==> src/cps_pkg.sv <==
// constants, register map and state type for the compressor sequencer
`default_nettype none
package cps_pkg;
  localparam int CLK_HZ = 100_000_000;
  localparam int TICK_MS = 100;
  localparam int TICK_CYC = CLK_HZ / 1000 * TICK_MS;
  localparam int VALVE_SPS = 25;
  localparam int STEP_CYC = CLK_HZ / VALVE_SPS;
  localparam int VALVE_STROKE = 757;
  // times in seconds, counts in ticks
  localparam int T_RUN_UNLOAD_S = 20;
  localparam int T_OIL_S = 10;
  localparam int T_LONG_OFF_S = 300;
  localparam int T_SHORT_OFF_S = 10;
  localparam int T_MIN_RUN_S = 300;
  localparam int T_INH_MAX_S = 120;
  localparam int T_INH_MIN_S = 30;
  localparam int T_POST_S = 3600;
  localparam int T_CONT_S = 5;
  localparam int T_LOSS_S = 2;
  localparam int T_RV_S = 3;
  localparam int T_ROT_S = 1;
  localparam int T_PULSE_S = 1;
  localparam int T_OL_TRIP_S = 60;
  localparam int TK_S = 1000 / TICK_MS;
  localparam logic [15:0] RUN_UNLOAD_TK = 16'(T_RUN_UNLOAD_S * TK_S);
  localparam logic [15:0] OIL_TK = 16'(T_OIL_S * TK_S);
  localparam logic [15:0] LONG_OFF_TK = 16'(T_LONG_OFF_S * TK_S);
  localparam logic [15:0] SHORT_OFF_TK = 16'(T_SHORT_OFF_S * TK_S);
  localparam logic [15:0] MIN_RUN_TK = 16'(T_MIN_RUN_S * TK_S);
  localparam logic [15:0] POST_TK = 16'(T_POST_S * TK_S);
  localparam logic [15:0] CONT_TK = 16'(T_CONT_S * TK_S);
  localparam logic [15:0] LOSS_TK = 16'(T_LOSS_S * TK_S);
  localparam logic [15:0] RV_TK = 16'(T_RV_S * TK_S);
  localparam logic [15:0] ROT_TK = 16'(T_ROT_S * TK_S);
  localparam logic [15:0] PULSE_TK = 16'(T_PULSE_S * TK_S);
  localparam logic [15:0] TK_PER_S = 16'(TK_S);
  localparam logic [7:0] INH_MAX = 8'(T_INH_MAX_S);
  localparam logic [7:0] INH_MIN = 8'(T_INH_MIN_S);
  // currents in percent of rated_load_current
  localparam logic [7:0] PCT_TRIP = 8'd140;
  localparam logic [7:0] PCT_HOLD = 8'd125;
  localparam logic [7:0] PCT_LOSS = 8'd12;
  localparam logic [7:0] PCT_UNB_EN = 8'd15;
  localparam logic [7:0] PCT_UNB_DIS = 8'd30;
  localparam logic [7:0] PCT_LIMIT = 8'd120;
  localparam logic [7:0] PCT_CENT = 8'd100;
  localparam int OL_ACC_LIM = (140 - 125) * T_OL_TRIP_S * TK_S;
  // diagnostic bit positions
  localparam int D_OL = 0;
  localparam int D_CONT = 1;
  localparam int D_LOSS = 2;
  localparam int D_ROT = 3;
  localparam int D_UNB15 = 4;
  localparam int D_UNB30 = 5;
  localparam int DIAG_P = 6;
  // register byte addresses
  localparam logic [7:0] REG_CTRL = 8'h00;
  localparam logic [7:0] REG_INHIBIT = 8'h04;
  localparam logic [7:0] REG_CURLIM = 8'h08;
  localparam logic [7:0] REG_STATUS = 8'h0c;
  localparam logic [7:0] REG_DIAG = 8'h10;
  localparam logic [7:0] REG_STARTS = 8'h14;
  localparam logic [7:0] REG_HOURS0 = 8'h18;
  localparam logic [7:0] REG_HOURS1 = 8'h1c;
  localparam int C_LEADLAG = 0;
  localparam int C_UNB_EN = 1;
  localparam int C_RV_EN = 2;
  localparam int C_MRESET = 3;
  localparam logic [2:0] CTRL_RST = 3'h2;
  localparam logic [7:0] CURLIM_RST = 8'h64;
  localparam logic [1:0] RESP_OKAY = 2'h0;
  localparam logic [1:0] RESP_SLVERR = 2'h2;
  typedef enum logic [2:0] {
    ST_OFF, ST_POSITION, ST_RUN, ST_UNLOAD, ST_OIL
  } cps_state_e;
endpackage
`default_nettype wire

==> src/cps_prot.sv <==
// current-based protection for one compressor
`default_nettype none
module cps_prot import cps_pkg::*; #(
  parameter int OL_LIMIT = OL_ACC_LIM
) (
  input wire logic clk_i,
  input wire logic rst_i,
  input wire logic tick_i,
  input wire logic on_i,
  input wire logic unb_en_i,
  input wire logic rv_en_i,
  input wire logic rev_i,
  input wire logic clear_i,
  input wire logic [7:0] ia_i,
  input wire logic [7:0] ib_i,
  input wire logic [7:0] ic_i,
  output logic [DIAG_P-1:0] diag_o,
  output logic limit_o,
  output logic [9:0] sum_o
);
  logic [7:0] mx, mn, pct;
  logic [9:0] sum;
  logic [11:0] dev;
  logic [19:0] lhs, rhs;
  logic any_low, all_low, on_d_reg, cont_arm_reg;
  logic [15:0] since_reg, loss_reg, cont_reg;
  logic [31:0] ol_reg;
  logic [DIAG_P-1:0] set;

  always_comb begin
    mx = (ia_i > ib_i) ? ia_i : ib_i;
    mx = (ic_i > mx) ? ic_i : mx;
    mn = (ia_i < ib_i) ? ia_i : ib_i;
    mn = (ic_i < mn) ? ic_i : mn;
    sum = 10'(ia_i) + 10'(ib_i) + 10'(ic_i);
    any_low = mn < PCT_LOSS;
    all_low = mx < PCT_LOSS;
    // unbalance as (max - avg) / avg, kept free of division
    dev = 12'(mx) * 12'd3 - 12'(sum);
    pct = unb_en_i ? PCT_UNB_EN : PCT_UNB_DIS;
    lhs = 20'(dev) * 20'(PCT_CENT);
    rhs = 20'(pct) * 20'(sum);
    set = '0;
    set[D_OL] = ol_reg >= 32'(OL_LIMIT);
    set[D_LOSS] = loss_reg >= LOSS_TK;
    set[D_ROT] = on_i && rev_i && since_reg <= ROT_TK;
    set[D_CONT] = cont_arm_reg && cont_reg == '0 && !all_low;
    if (on_i && since_reg > ROT_TK && lhs >= rhs) begin
      set[unb_en_i ? D_UNB15 : D_UNB30] = 1'b1;
    end
  end

  always_ff @(posedge clk_i) begin
    if (rst_i || !on_i) since_reg <= '0;
    else if (tick_i && since_reg != '1) since_reg <= since_reg + 16'd1;
  end

  // phase loss is blind while a reduced-voltage start transitions
  always_ff @(posedge clk_i) begin
    if (rst_i || !on_i || !any_low || (rv_en_i && since_reg < RV_TK)) begin
      loss_reg <= '0;
    end else if (tick_i && loss_reg != '1) begin
      loss_reg <= loss_reg + 16'd1;
    end
  end

  always_ff @(posedge clk_i) begin
    on_d_reg <= rst_i ? 1'b0 : on_i;
    if (rst_i) begin
      cont_arm_reg <= 1'b0;
      cont_reg <= '0;
    end else if (on_d_reg && !on_i) begin
      cont_arm_reg <= 1'b1;
      cont_reg <= CONT_TK;
    end else if (cont_arm_reg && (all_low || cont_reg == '0)) begin
      cont_arm_reg <= 1'b0;
    end else if (tick_i && cont_reg != '0) begin
      cont_reg <= cont_reg - 16'd1;
    end
  end

  // thermal integrator: grows above must-hold, bleeds off below it
  always_ff @(posedge clk_i) begin
    if (rst_i || clear_i) ol_reg <= '0;
    else if (tick_i && mx >= PCT_HOLD) ol_reg <= ol_reg + 32'(mx - PCT_HOLD);
    else if (tick_i && ol_reg != '0) ol_reg <= ol_reg - 32'd1;
  end

  always_ff @(posedge clk_i) begin
    if (rst_i) begin
      diag_o <= '0;
      limit_o <= 1'b0;
      sum_o <= '0;
    end else begin
      diag_o <= (clear_i ? '0 : diag_o) | set;
      limit_o <= mx > PCT_LIMIT;
      sum_o <= sum;
    end
  end
endmodule // cps_prot
`default_nettype wire

==> src/cps_seq.sv <==
// two-compressor sequencer with protection and register slave
// Operation
// - lead/lag off: compressor 0 starts first when ready, else compressor 1
// - lead/lag on: compressor with fewest starts starts first
// - start unloaded; stop unloaded unless manual-reset diagnostic
// - load lead fully, unload it, start lag, then load equally
// - stage next compressor when load pulses raise no current
// - on falling demand stop the compressor with most run time
// - anti-recycle holds restart five minutes after unit off
// - ten second off time after long run ended on temperature
// - restart inhibit after power-up or manual reset, 30 to 120 s
// - start: inhibit expires, valve to start, unload on, load off
// - then compressor, oil on, heater off, ignore time, fans
// - switch or external stop: twenty seconds running unloaded
// - switch stop queues reset until run-unload finishes
// - oil off, ten seconds for oil switch to open, else diagnostic
// - stopped: heater on, unload held sixty minutes, load off
// - valve closes at 25 steps per second once compressor off
// - overload curve 125 hold, 140 trip, stops circuit partner
// - currents must fall below 12 percent within 5 s of release
// - phase below 12 percent for 2 s trips, except 3 s transition
// - reverse rotation within one second of start trips both
// - unbalance trips at 15 percent enabled, 30 percent disabled
// - unload above 120 percent or at chiller current limit
`default_nettype none
module cps_seq import cps_pkg::*; #(
  parameter int TICK_CYCLES = TICK_CYC,
  parameter int STEP_CYCLES = STEP_CYC,
  parameter logic [9:0] VALVE_START = 10'h0c8
) (
  input wire logic clk_i,
  input wire logic rst_i,
  input wire logic s_axi_awvalid_i,
  output logic s_axi_awready_o,
  input wire logic [7:0] s_axi_awaddr_i,
  input wire logic s_axi_wvalid_i,
  output logic s_axi_wready_o,
  input wire logic [31:0] s_axi_wdata_i,
  input wire logic [3:0] s_axi_wstrb_i,
  output logic s_axi_bvalid_o,
  input wire logic s_axi_bready_i,
  output logic [1:0] s_axi_bresp_o,
  input wire logic s_axi_arvalid_i,
  output logic s_axi_arready_o,
  input wire logic [7:0] s_axi_araddr_i,
  output logic s_axi_rvalid_o,
  input wire logic s_axi_rready_i,
  output logic [31:0] s_axi_rdata_o,
  output logic [1:0] s_axi_rresp_o,
  input wire logic unit_auto_i,
  input wire logic ext_stop_i,
  input wire logic call_i,
  input wire logic [1:0] oil_sw_i,
  input wire logic [15:0] cur_a_i,
  input wire logic [15:0] cur_b_i,
  input wire logic [15:0] cur_c_i,
  input wire logic [1:0] rev_i,
  input wire logic [7:0] cond_temp_i,
  output logic [1:0] comp_run_o,
  output logic [1:0] oil_sol_o,
  output logic [1:0] heater_o,
  output logic [1:0] load_sol_o,
  output logic [1:0] unload_sol_o,
  output logic [1:0] fan_en_o,
  output logic [1:0] valve_step_o,
  output logic [1:0] valve_open_o,
  output logic [1:0] lt_ignore_o,
  output logic [1:0] diag_any_o
);
  localparam int NC = 2;
  logic [31:0] tdiv_reg, sdiv_reg;
  logic tick, step;
  logic [4:0] s1_reg, s2_reg;
  logic auto_s, estop_s, call_s, auto_d_reg, stop_all;
  logic [1:0] oil_s;
  logic [2:0] ctrl_reg;
  logic [7:0] inh_reg, lim_reg;
  logic mrst_wr, mrst, q_reset_reg;
  logic [15:0] inhibit_reg;
  cps_state_e st_reg [NC];
  logic [15:0] tmr_reg [NC], off_reg [NC], post_reg [NC], run_reg [NC];
  logic [15:0] ign_reg [NC], starts_reg [NC];
  logic [31:0] hours_reg [NC];
  logic [9:0] pos_reg [NC], sum [NC];
  logic [NC-1:0] oil_diag_reg, limit, start_req, stop_req, ready;
  logic [DIAG_P-1:0] diag [NC];
  logic [NC-1:0] trip;
  logic lead, any_unl, all_off, chil_lim;
  logic [1:0] nrun;
  logic [15:0] lp_reg, stg_reg;
  logic [10:0] prev_reg, both_sum;
  logic pulse_reg, pulsed_reg, stg_go;

  // common timebase and valve step rate
  always_ff @(posedge clk_i) begin
    if (rst_i || tick) tdiv_reg <= '0;
    else tdiv_reg <= tdiv_reg + 32'd1;
  end
  always_ff @(posedge clk_i) begin
    if (rst_i || step) sdiv_reg <= '0;
    else sdiv_reg <= sdiv_reg + 32'd1;
  end
  assign tick = tdiv_reg == 32'(TICK_CYCLES - 1);
  assign step = sdiv_reg == 32'(STEP_CYCLES - 1);

  always_ff @(posedge clk_i) begin
    s1_reg <= {oil_sw_i, call_i, ext_stop_i, unit_auto_i};
    s2_reg <= s1_reg;
    auto_d_reg <= rst_i ? 1'b1 : auto_s;
  end
  assign {oil_s, call_s, estop_s, auto_s} = s2_reg;
  assign stop_all = !auto_s || estop_s;

  // register slave
  logic aw_have_reg, w_have_reg;
  logic [7:0] awa_reg;
  logic [31:0] wd_reg;
  logic [3:0] ws_reg;
  logic wr_en, wr_hit, rd_hit;
  logic [31:0] rd_val;
  assign s_axi_awready_o = !aw_have_reg && !s_axi_bvalid_o;
  assign s_axi_wready_o = !w_have_reg && !s_axi_bvalid_o;
  assign s_axi_arready_o = !s_axi_rvalid_o;
  assign wr_en = aw_have_reg && w_have_reg;
  assign wr_hit = awa_reg <= REG_HOURS1 && awa_reg[1:0] == 2'b00;

  always_ff @(posedge clk_i) begin
    if (rst_i) begin
      aw_have_reg <= 1'b0;
      w_have_reg <= 1'b0;
      s_axi_bvalid_o <= 1'b0;
      s_axi_bresp_o <= RESP_OKAY;
      awa_reg <= '0;
      wd_reg <= '0;
      ws_reg <= '0;
    end else begin
      if (s_axi_awvalid_i && s_axi_awready_o) begin
        aw_have_reg <= 1'b1;
        awa_reg <= s_axi_awaddr_i;
      end
      if (s_axi_wvalid_i && s_axi_wready_o) begin
        w_have_reg <= 1'b1;
        wd_reg <= s_axi_wdata_i;
        ws_reg <= s_axi_wstrb_i;
      end
      if (wr_en) begin
        aw_have_reg <= 1'b0;
        w_have_reg <= 1'b0;
        s_axi_bvalid_o <= 1'b1;
        s_axi_bresp_o <= wr_hit ? RESP_OKAY : RESP_SLVERR;
      end else if (s_axi_bvalid_o && s_axi_bready_i) begin
        s_axi_bvalid_o <= 1'b0;
      end
    end
  end

  always_ff @(posedge clk_i) begin
    if (rst_i) begin
      ctrl_reg <= CTRL_RST;
      inh_reg <= INH_MAX;
      lim_reg <= CURLIM_RST;
    end else if (wr_en && ws_reg[0]) begin
      if (awa_reg == REG_CTRL) begin
        ctrl_reg <= wd_reg[2:0];
      end else if (awa_reg == REG_INHIBIT) begin
        // clamp to the adjustable range
        inh_reg <= wd_reg[7:0] < INH_MIN ? INH_MIN :
                   wd_reg[7:0] > INH_MAX ? INH_MAX : wd_reg[7:0];
      end else if (awa_reg == REG_CURLIM) begin
        lim_reg <= wd_reg[7:0];
      end
    end
  end
  assign mrst_wr = wr_en && ws_reg[0] && awa_reg == REG_CTRL &&
                   wd_reg[C_MRESET];

  always_comb begin
    rd_val = '0;
    rd_hit = 1'b1;
    if (s_axi_araddr_i == REG_CTRL) begin
      rd_val[2:0] = ctrl_reg;
    end else if (s_axi_araddr_i == REG_INHIBIT) begin
      rd_val[7:0] = inh_reg;
    end else if (s_axi_araddr_i == REG_CURLIM) begin
      rd_val[7:0] = lim_reg;
    end else if (s_axi_araddr_i == REG_STATUS) begin
      rd_val[11:0] = {inhibit_reg != '0, q_reset_reg, limit,
                      1'b0, 3'(st_reg[1]), 1'b0, 3'(st_reg[0])};
    end else if (s_axi_araddr_i == REG_DIAG) begin
      rd_val[15:0] = {1'b0, oil_diag_reg[1], diag[1],
                      1'b0, oil_diag_reg[0], diag[0]};
    end else if (s_axi_araddr_i == REG_STARTS) begin
      rd_val = {starts_reg[1], starts_reg[0]};
    end else if (s_axi_araddr_i == REG_HOURS0) begin
      rd_val = hours_reg[0];
    end else if (s_axi_araddr_i == REG_HOURS1) begin
      rd_val = hours_reg[1];
    end else begin
      rd_hit = 1'b0;
    end
  end

  always_ff @(posedge clk_i) begin
    if (rst_i) begin
      s_axi_rvalid_o <= 1'b0;
      s_axi_rdata_o <= '0;
      s_axi_rresp_o <= RESP_OKAY;
    end else if (s_axi_arvalid_i && s_axi_arready_o) begin
      s_axi_rvalid_o <= 1'b1;
      s_axi_rdata_o <= rd_val;
      s_axi_rresp_o <= rd_hit ? RESP_OKAY : RESP_SLVERR;
    end else if (s_axi_rvalid_o && s_axi_rready_i) begin
      s_axi_rvalid_o <= 1'b0;
    end
  end

  // protection, one per compressor
  genvar g;
  generate
    for (g = 0; g < NC; g++) begin : g_prot
      cps_prot u_prot (
        .clk_i(clk_i),
        .rst_i(rst_i),
        .tick_i(tick),
        .on_i(comp_run_o[g]),
        .unb_en_i(ctrl_reg[C_UNB_EN]),
        .rv_en_i(ctrl_reg[C_RV_EN]),
        .rev_i(rev_i[g]),
        .clear_i(mrst),
        .ia_i(cur_a_i[g*8 +: 8]),
        .ib_i(cur_b_i[g*8 +: 8]),
        .ic_i(cur_c_i[g*8 +: 8]),
        .diag_o(diag[g]),
        .limit_o(limit[g]),
        .sum_o(sum[g])
      );
      assign diag_any_o[g] = (|diag[g]) || oil_diag_reg[g];
    end
  endgenerate
  // a trip on either compressor takes its circuit partner down
  assign trip = {NC{|{diag[0], diag[1]}}};

  // switch stop resets only after run-unload has finished
  always_ff @(posedge clk_i) begin
    if (rst_i) q_reset_reg <= 1'b0;
    else if (auto_d_reg && !auto_s) q_reset_reg <= 1'b1;
    else if (mrst) q_reset_reg <= 1'b0;
  end
  assign mrst = mrst_wr || (q_reset_reg && !any_unl);

  always_ff @(posedge clk_i) begin
    if (rst_i) inhibit_reg <= 16'(INH_MAX) * TK_PER_S;
    else if (mrst) inhibit_reg <= 16'(inh_reg) * TK_PER_S;
    else if (tick && inhibit_reg != '0) inhibit_reg <= inhibit_reg - 16'd1;
  end

  // staging decisions
  always_comb begin
    any_unl = 1'b0;
    all_off = 1'b1;
    nrun = '0;
    for (int k = 0; k < NC; k++) begin
      any_unl = any_unl || st_reg[k] == ST_UNLOAD || st_reg[k] == ST_OIL;
      all_off = all_off && st_reg[k] == ST_OFF;
      nrun = nrun + 2'(st_reg[k] == ST_RUN);
      ready[k] = st_reg[k] == ST_OFF && off_reg[k] == '0 &&
                 inhibit_reg == '0 && !diag_any_o[k] &&
                 !stop_all && call_s;
    end
    lead = ctrl_reg[C_LEADLAG] &&
           starts_reg[1] < starts_reg[0];
    chil_lim = 11'(sum[0]) + 11'(sum[1]) >=
               11'(lim_reg) * 11'(3 * NC);
    start_req = '0;
    stop_req = '0;
    if (all_off) begin
      if (ready[lead]) start_req[lead] = 1'b1;
      else start_req[!lead] = ready[!lead];
    end else if (stg_go) begin
      start_req = ready;
    end
    if (!call_s && nrun != '0 && !any_unl) begin
      if (nrun == 2'd2) stop_req[hours_reg[1] > hours_reg[0]] = 1'b1;
      else stop_req = {st_reg[1] == ST_RUN, st_reg[0] == ST_RUN};
    end
  end

  // load pulses; no current rise means the running one is full
  always_ff @(posedge clk_i) begin
    if (rst_i || !call_s || nrun == '0 || any_unl) begin
      lp_reg <= PULSE_TK;
      pulse_reg <= 1'b0;
      pulsed_reg <= 1'b0;
      prev_reg <= '0;
      stg_reg <= '0;
    end else if (stg_reg != '0) begin
      pulse_reg <= 1'b0;
      if (tick) stg_reg <= stg_reg - 16'd1;
    end else if (tick && lp_reg == '0) begin
      lp_reg <= PULSE_TK;
      prev_reg <= both_sum;
      if (nrun == 2'd1 && pulsed_reg && both_sum <= prev_reg) begin
        stg_reg <= RUN_UNLOAD_TK;
        pulsed_reg <= 1'b0;
      end else begin
        pulse_reg <= 1'b1;
        pulsed_reg <= 1'b1;
      end
    end else if (tick) begin
      lp_reg <= lp_reg - 16'd1;
      pulse_reg <= 1'b0;
    end
  end
  assign stg_go = stg_reg == 16'd1 && tick;
  assign both_sum = 11'(sum[0]) + 11'(sum[1]);

  // per-compressor start and stop sequences
  always_ff @(posedge clk_i) begin
    for (int k = 0; k < NC; k++) begin
      if (rst_i) begin
        st_reg[k] <= ST_OFF;
        tmr_reg[k] <= '0;
        off_reg[k] <= '0;
        post_reg[k] <= '0;
        run_reg[k] <= '0;
        ign_reg[k] <= '0;
        starts_reg[k] <= '0;
        hours_reg[k] <= '0;
        oil_diag_reg[k] <= 1'b0;
      end else begin
        if (tick && tmr_reg[k] != '0) tmr_reg[k] <= tmr_reg[k] - 16'd1;
        // min-off counts from contactor release, not from run-unload
        if (tick && off_reg[k] != '0 && st_reg[k] == ST_OFF) begin
          off_reg[k] <= off_reg[k] - 16'd1;
        end
        if (tick && post_reg[k] != '0) post_reg[k] <= post_reg[k] - 16'd1;
        if (tick && ign_reg[k] != '0) ign_reg[k] <= ign_reg[k] - 16'd1;
        if (tick && comp_run_o[k]) hours_reg[k] <= hours_reg[k] + 32'd1;
        if (tick && run_reg[k] != '1) run_reg[k] <= run_reg[k] + 16'd1;
        if (mrst) oil_diag_reg[k] <= 1'b0;
        if (trip[k] && st_reg[k] != ST_OFF) begin
          st_reg[k] <= ST_OFF;
          off_reg[k] <= LONG_OFF_TK;
          post_reg[k] <= '0;
        end else begin
          case (st_reg[k])
            ST_OFF: begin
              if (start_req[k]) st_reg[k] <= ST_POSITION;
            end
            ST_POSITION: begin
              if (stop_all) begin
                st_reg[k] <= ST_OFF;
              end else if (pos_reg[k] == VALVE_START) begin
                st_reg[k] <= ST_RUN;
                starts_reg[k] <= starts_reg[k] + 16'd1;
                run_reg[k] <= '0;
                ign_reg[k] <= 16'(cond_temp_i) * TK_PER_S;
              end
            end
            ST_RUN: begin
              if (stop_all || stop_req[k]) begin
                st_reg[k] <= ST_UNLOAD;
                tmr_reg[k] <= RUN_UNLOAD_TK;
                off_reg[k] <= (!stop_all && run_reg[k] >= MIN_RUN_TK) ?
                              SHORT_OFF_TK : LONG_OFF_TK;
              end
            end
            ST_UNLOAD: begin
              if (tmr_reg[k] == '0) begin
                st_reg[k] <= ST_OIL;
                tmr_reg[k] <= OIL_TK;
              end
            end
            default: begin
              if (!oil_s[k] || tmr_reg[k] == '0) begin
                st_reg[k] <= ST_OFF;
                post_reg[k] <= POST_TK;
                oil_diag_reg[k] <= oil_s[k];
              end
            end
          endcase
        end
      end
    end
  end

  // registered pin outputs
  always_ff @(posedge clk_i) begin
    for (int k = 0; k < NC; k++) begin
      if (rst_i) begin
        comp_run_o[k] <= 1'b0;
        oil_sol_o[k] <= 1'b0;
        heater_o[k] <= 1'b1;
        load_sol_o[k] <= 1'b0;
        unload_sol_o[k] <= 1'b0;
        fan_en_o[k] <= 1'b0;
        valve_step_o[k] <= 1'b0;
        valve_open_o[k] <= 1'b0;
        lt_ignore_o[k] <= 1'b0;
        pos_reg[k] <= '0;
      end else begin
        comp_run_o[k] <= st_reg[k] >= ST_RUN;
        oil_sol_o[k] <= st_reg[k] == ST_RUN ||
                        st_reg[k] == ST_UNLOAD;
        heater_o[k] <= st_reg[k] < ST_RUN;
        fan_en_o[k] <= st_reg[k] >= ST_RUN;
        lt_ignore_o[k] <= ign_reg[k] != '0;
        load_sol_o[k] <= st_reg[k] == ST_RUN && pulse_reg &&
                         !limit[k] && !chil_lim;
        unload_sol_o[k] <= st_reg[k] == ST_POSITION ||
                           st_reg[k] >= ST_UNLOAD ||
                           (st_reg[k] == ST_OFF && post_reg[k] != '0) ||
                           (st_reg[k] == ST_RUN &&
                            (stg_reg != '0 || limit[k] || chil_lim));
        // valve sits closed while off, at start position otherwise
        valve_open_o[k] <= st_reg[k] != ST_OFF;
        valve_step_o[k] <= 1'b0;
        if (step && st_reg[k] == ST_OFF && pos_reg[k] != '0) begin
          valve_step_o[k] <= 1'b1;
          pos_reg[k] <= pos_reg[k] - 10'd1;
        end else if (step && st_reg[k] != ST_OFF &&
                     pos_reg[k] < VALVE_START) begin
          valve_step_o[k] <= 1'b1;
          pos_reg[k] <= pos_reg[k] + 10'd1;
        end
      end
    end
  end
endmodule // cps_seq
`default_nettype wire

==> config.mk <==
export PLATFORM = sky130hd
export DESIGN_NAME = cps_seq
export DESIGN_NICKNAME = d
export VERILOG_FILES = /design/src/cps_pkg.sv /design/src/cps_prot.sv /design/src/cps_seq.sv
export SDC_FILE = /design/constraint.sdc
export NUM_CORES = 2
export LEC_CHECK = 0
export ABC_AREA = 1
export BUFFER_PORTS_ARGS = -buffer_cell sky130_fd_sc_hd__buf_2
export CAP_MARGIN = 15
export CORE_UTILIZATION = 50
export CTS_BUF_LIST = sky130_fd_sc_hd__clkbuf_16
export DETAILED_ROUTE_END_ITERATION = 7
export PLACE_DENSITY_LB_ADDON = 0.3
export SYNTH_ARGS = -nofsm -noshare
export SYNTH_HDL_FRONTEND = slang
export SYNTH_SLANG_ARGS = --single-unit
==> constraint.sdc <==
create_clock -name clk_i -period 12.2 [get_ports clk_i]
set_clock_uncertainty 0.2 [all_clocks]
set_input_delay 0.61 -clock clk_i [delete_from_list [all_inputs] [get_ports clk_i]]
set_output_delay 0.61 -clock clk_i [all_outputs]
set_load 0.01 [all_outputs]
==> tab_implementation.tex <==
\begin{tabular}{lr}
\hline
Metric & Value \\
\hline
\multicolumn{2}{l}{\textbf{Status}} \\
\quad Result of the run & finished, final reports clean \\
\multicolumn{2}{l}{\textbf{Synth}} \\
\quad Cell taking the most area after synthesis & sky130\_fd\_sc\_hd\_\_dfxtp\_1 \\
\quad Number of enable flip-flop cells after synthesis & 282 \\
\quad Yosys Warn Count & 0 \\
\quad Top\_reg\_cell synth & sky130\_fd\_sc\_hd\_\_dfxtp\_1 \\
\quad Leading cell types by count after synthesis & sky130\_fd\_sc\_hd\_\_inv\_1, sky130\_fd\_sc\_hd\_\_nand2\_1, sky130\_fd\_sc\_hd\_\_nor2\_1 \\
\quad Area fraction of the dominant cell type after synthesis & 0.170 \\
\quad Count leader, synth & sky130\_fd\_sc\_hd\_\_inv\_1 \\
\quad FFs w/ async S/R, synth & 0 \\
\quad Sequential fraction of the synthesis area & 0.339 \\
\quad Post-synthesis compound-gate area fraction & 0.141 \\
\quad Leading post-synthesis cells by cell area & sky130\_fd\_sc\_hd\_\_dfxtp\_1, sky130\_fd\_sc\_hd\_\_edfxtp\_1, sky130\_fd\_sc\_hd\_\_ha\_1 \\
\quad Cells after synthesis & 6578 \\
\quad Area share of and/or/nand/nor cells after synthesis & 0.227 \\
\quad Post-synthesis share of cell area spent on xor and xnor gates & 0.0516 \\
\quad Average cell area after synthesis & between 7 and 8 sq um \\
\quad Area share of fa/ha/maj cells after synthesis & 0.151 \\
\quad Synth Cell Area & 50200 sq um \\
\quad Largest family of logic cells by synthesized area & simple AND/OR/NAND/NOR gates \\
\quad Post-synthesis mux area share & 0 \\
\quad Number of different library cells in the post-synthesis netlist & 80 \\
\quad Number of register bits inferred by synthesis & 709 \\
\multicolumn{2}{l}{\textbf{Drt}} \\
\quad Residual DRC & 0 \\
\quad Antenna-violating nets left & 0 \\
\quad Initial drt markers & 3267 \\
\quad Total Wirelength & 125 mm \\
\quad Detailed-routing iteration count for the pre-antenna-repair pass & 7 \\
\quad Via Count & 43892 \\
\quad Per-cell routed wire length & 15.4 microns \\
\quad Vias per cell & between 5 and 6 \\
\multicolumn{2}{l}{\textbf{Timing}} \\
\quad Final critical-path share of the clock period & 0.782 \\
\quad Setup slack of the critical path after layout & 2660 ps \\
\quad Hold Fails Final Rpt & 0 \\
\quad Worst Max-Slew Pin Slew & 1110 ps \\
\quad RSZ-0062 raised after global routing & false \\
\quad Final number of setup-violating endpoints & 0 \\
\quad Worst Hold Slack & 35.9 ps \\
\quad Post-route minimum period & 9540 ps \\
\quad Max\_slew headroom & 0.261 \\
\quad Number of slew-limit violations in the final report & 0 \\
\quad Maximum clock rate & 105 MHz \\
\quad Sum of negative setup slack & 0 ps \\
\multicolumn{2}{l}{\textbf{Worst setup path}} \\
\quad Critical path startpoint category & input pin \\
\quad Maximum single-stage delay on the critical path & 500 ps \\
\quad Most common cell on crit path & sky130\_fd\_sc\_hd\_\_ha\_1 \\
\quad Library cell contributing the largest single delay on the critical path & sky130\_fd\_sc\_hd\_\_a211oi\_1 \\
\quad Arrival time of the worst setup path & approximately 10000 ps \\
\quad Critical path peak fanout & 20 \\
\quad Required @ worst endpoint & 12530 ps \\
\quad Endpoint class of the critical path & flop \\
\quad Worst setup path class & input pin to flop \\
\multicolumn{2}{l}{\textbf{Floorplanning}} \\
\quad Total die area & 102000 sq um \\
\quad Die W & 319 microns \\
\quad Ports placed on the boundary & 183 \\
\quad Die H & approximately 320 microns \\
\quad Std-Cell Core Area & 98900 sq um \\
\quad Effective utilization at floorplan & 0.508 \\
\quad Number of standard-cell rows in the floorplan & 115 \\
\multicolumn{2}{l}{\textbf{Global routing}} \\
\quad Met3 track demand over resource & 0.0314 \\
\quad Met1 track demand over resource in global routing & 0.334 \\
\quad Gr busiest metal & met2 \\
\quad Grt ovf & 0 \\
\quad Global-route track usage on met2 & 0.401 \\
\quad Total routing usage reported by global routing & 0.243 \\
\quad First-pass GRT wire length & 205 mm \\
\quad Number of antenna violations at the first check in global routing & 3 \\
\quad Maximum number of pins on one net before global-route repair & 60 \\
\quad Via count of the first global-routing pass & between 40000 and 50000 \\
\multicolumn{2}{l}{\textbf{Placement}} \\
\quad Number of buffers added on ports & between 150 and 200 \\
\quad Final GP Congestion & 0.929 \\
\quad Setup WS pre-CTS & 2080 ps \\
\quad Total half-perimeter wirelength after legalization and detailed placement & 96.1 mm \\
\multicolumn{2}{l}{\textbf{Layout}} \\
\quad Layout cells sized above 1 & 0.0610 \\
\quad Area growth syn-to-layout & 9.45\% \\
\quad Utilization after layout & 0.556 \\
\quad Final net count & 7415 \\
\multicolumn{2}{l}{\textbf{Clock network}} \\
\quad TritonCTS Sinks & 709 \\
\quad Gates resized, CTS repair & 0 \\
\quad CTS Root Cell & sky130\_fd\_sc\_hd\_\_clkbuf\_16 \\
\quad Clk buf depth & 3 \\
\quad H-tree depth reported by CTS & 3 \\
\quad Skew-Pair Late Insertion Delay & approximately 650 ps \\
\quad TritonCTS clock tree & yes \\
\quad Clock edge transition at the registers on the reported setup and hold paths & approximately 60 ps \\
\quad Number of clock buffers inserted by TritonCTS & 81 \\
\multicolumn{2}{l}{\textbf{Job}} \\
\quad Maximum capacitance violations & 0 \\
\multicolumn{2}{l}{\textbf{Worst hold path}} \\
\quad Worst hold path type & input pin to flop \\
\hline
\end{tabular}
==> through the flow <==
step / area (sq um) / std cells
after detailed placement: 52300 / 7938
after global placement: 52300 / 7938
after CTS: 54900 / 8092
after global routing: 54900 / 8093
final: 54900 / 8094
after floorplan: 50200 / 6579
==> critical path: cells and delay by family <==
family / cells / cell delay (ps)
AO/OA/AOI/OAI: 12 / 2530
XOR/XNOR: 3 / 630
adder cells (fa/ha/maj): 10 / 3320
buffers and inverters: 5 / 430
AND/OR/NAND/NOR: 18 / 2340
==> cell families after synthesis <==
logic type / after synthesis
simple gates: 2596
compound gates: 1231
buf+inv: 1192
flops: 709
fa+ha+maj: 553
xor+xnor: 296
other cells: 1
==> area by class of cell <==
type,count,area [sq um]
fill,9275,43900
multi-input combinational,4678,28700
sequential,709,17000
inverter,1083,4070
clock buffer,86,2150
tap,1287,1610
timing repair buffer,187,1060
clock inverter,63,373
antenna,1,2.50
==> per-layer routing <==
metal / part of all wire / routed length [microns]
met5: 0 / 0
met4: 0.020 / 2540
met3: 0.060 / 7460
met2: 0.45 / 56000
met1: 0.47 / 58700
==> timing repair <==
item | 4_1_cts | 5_1_grt
hold buffers | 5 | 0
buffers inserted | 0 | 0
hold endpoints to repair | 5 | 0
==> cell usage in the layout (no fill, tap or decap), drive strengths merged, types with 58 or more instances in the layout <==
cell	synthesis	routed
nor4	93	93
nor3	173	173
ha	464	464
fa	89	89
dfxtp	427	427
xnor2	120	120
xor2	176	176
clkbuf	78	86
inv	1074	1101
nand2	1052	1052
nor2	819	819
nand3	230	230
edfxtp	282	282
nand4	98	98
buf	31	182
a21oi	561	561
nor3b	58	58
o21ai	361	361
==> final timing paths <==
path | start | end | slack [ps] | cells past startpoint
hold / removal | s_axi_awaddr_i[1] | awa_reg[1] | 40 | 3
setup / recovery | cur_b_i[6] | g_prot[0].u_prot.diag_o[4] | 2660 | 48
hold reg to reg | s1_reg[1] | s2_reg[1] | 120 | 0
setup reg to reg | ctrl_reg[1] | g_prot[0].u_prot.diag_o[4] | 5580 | 36
Power is not shown: default switching activity piles up to over one toggle a cycle in this logic, so the estimate is an artifact.
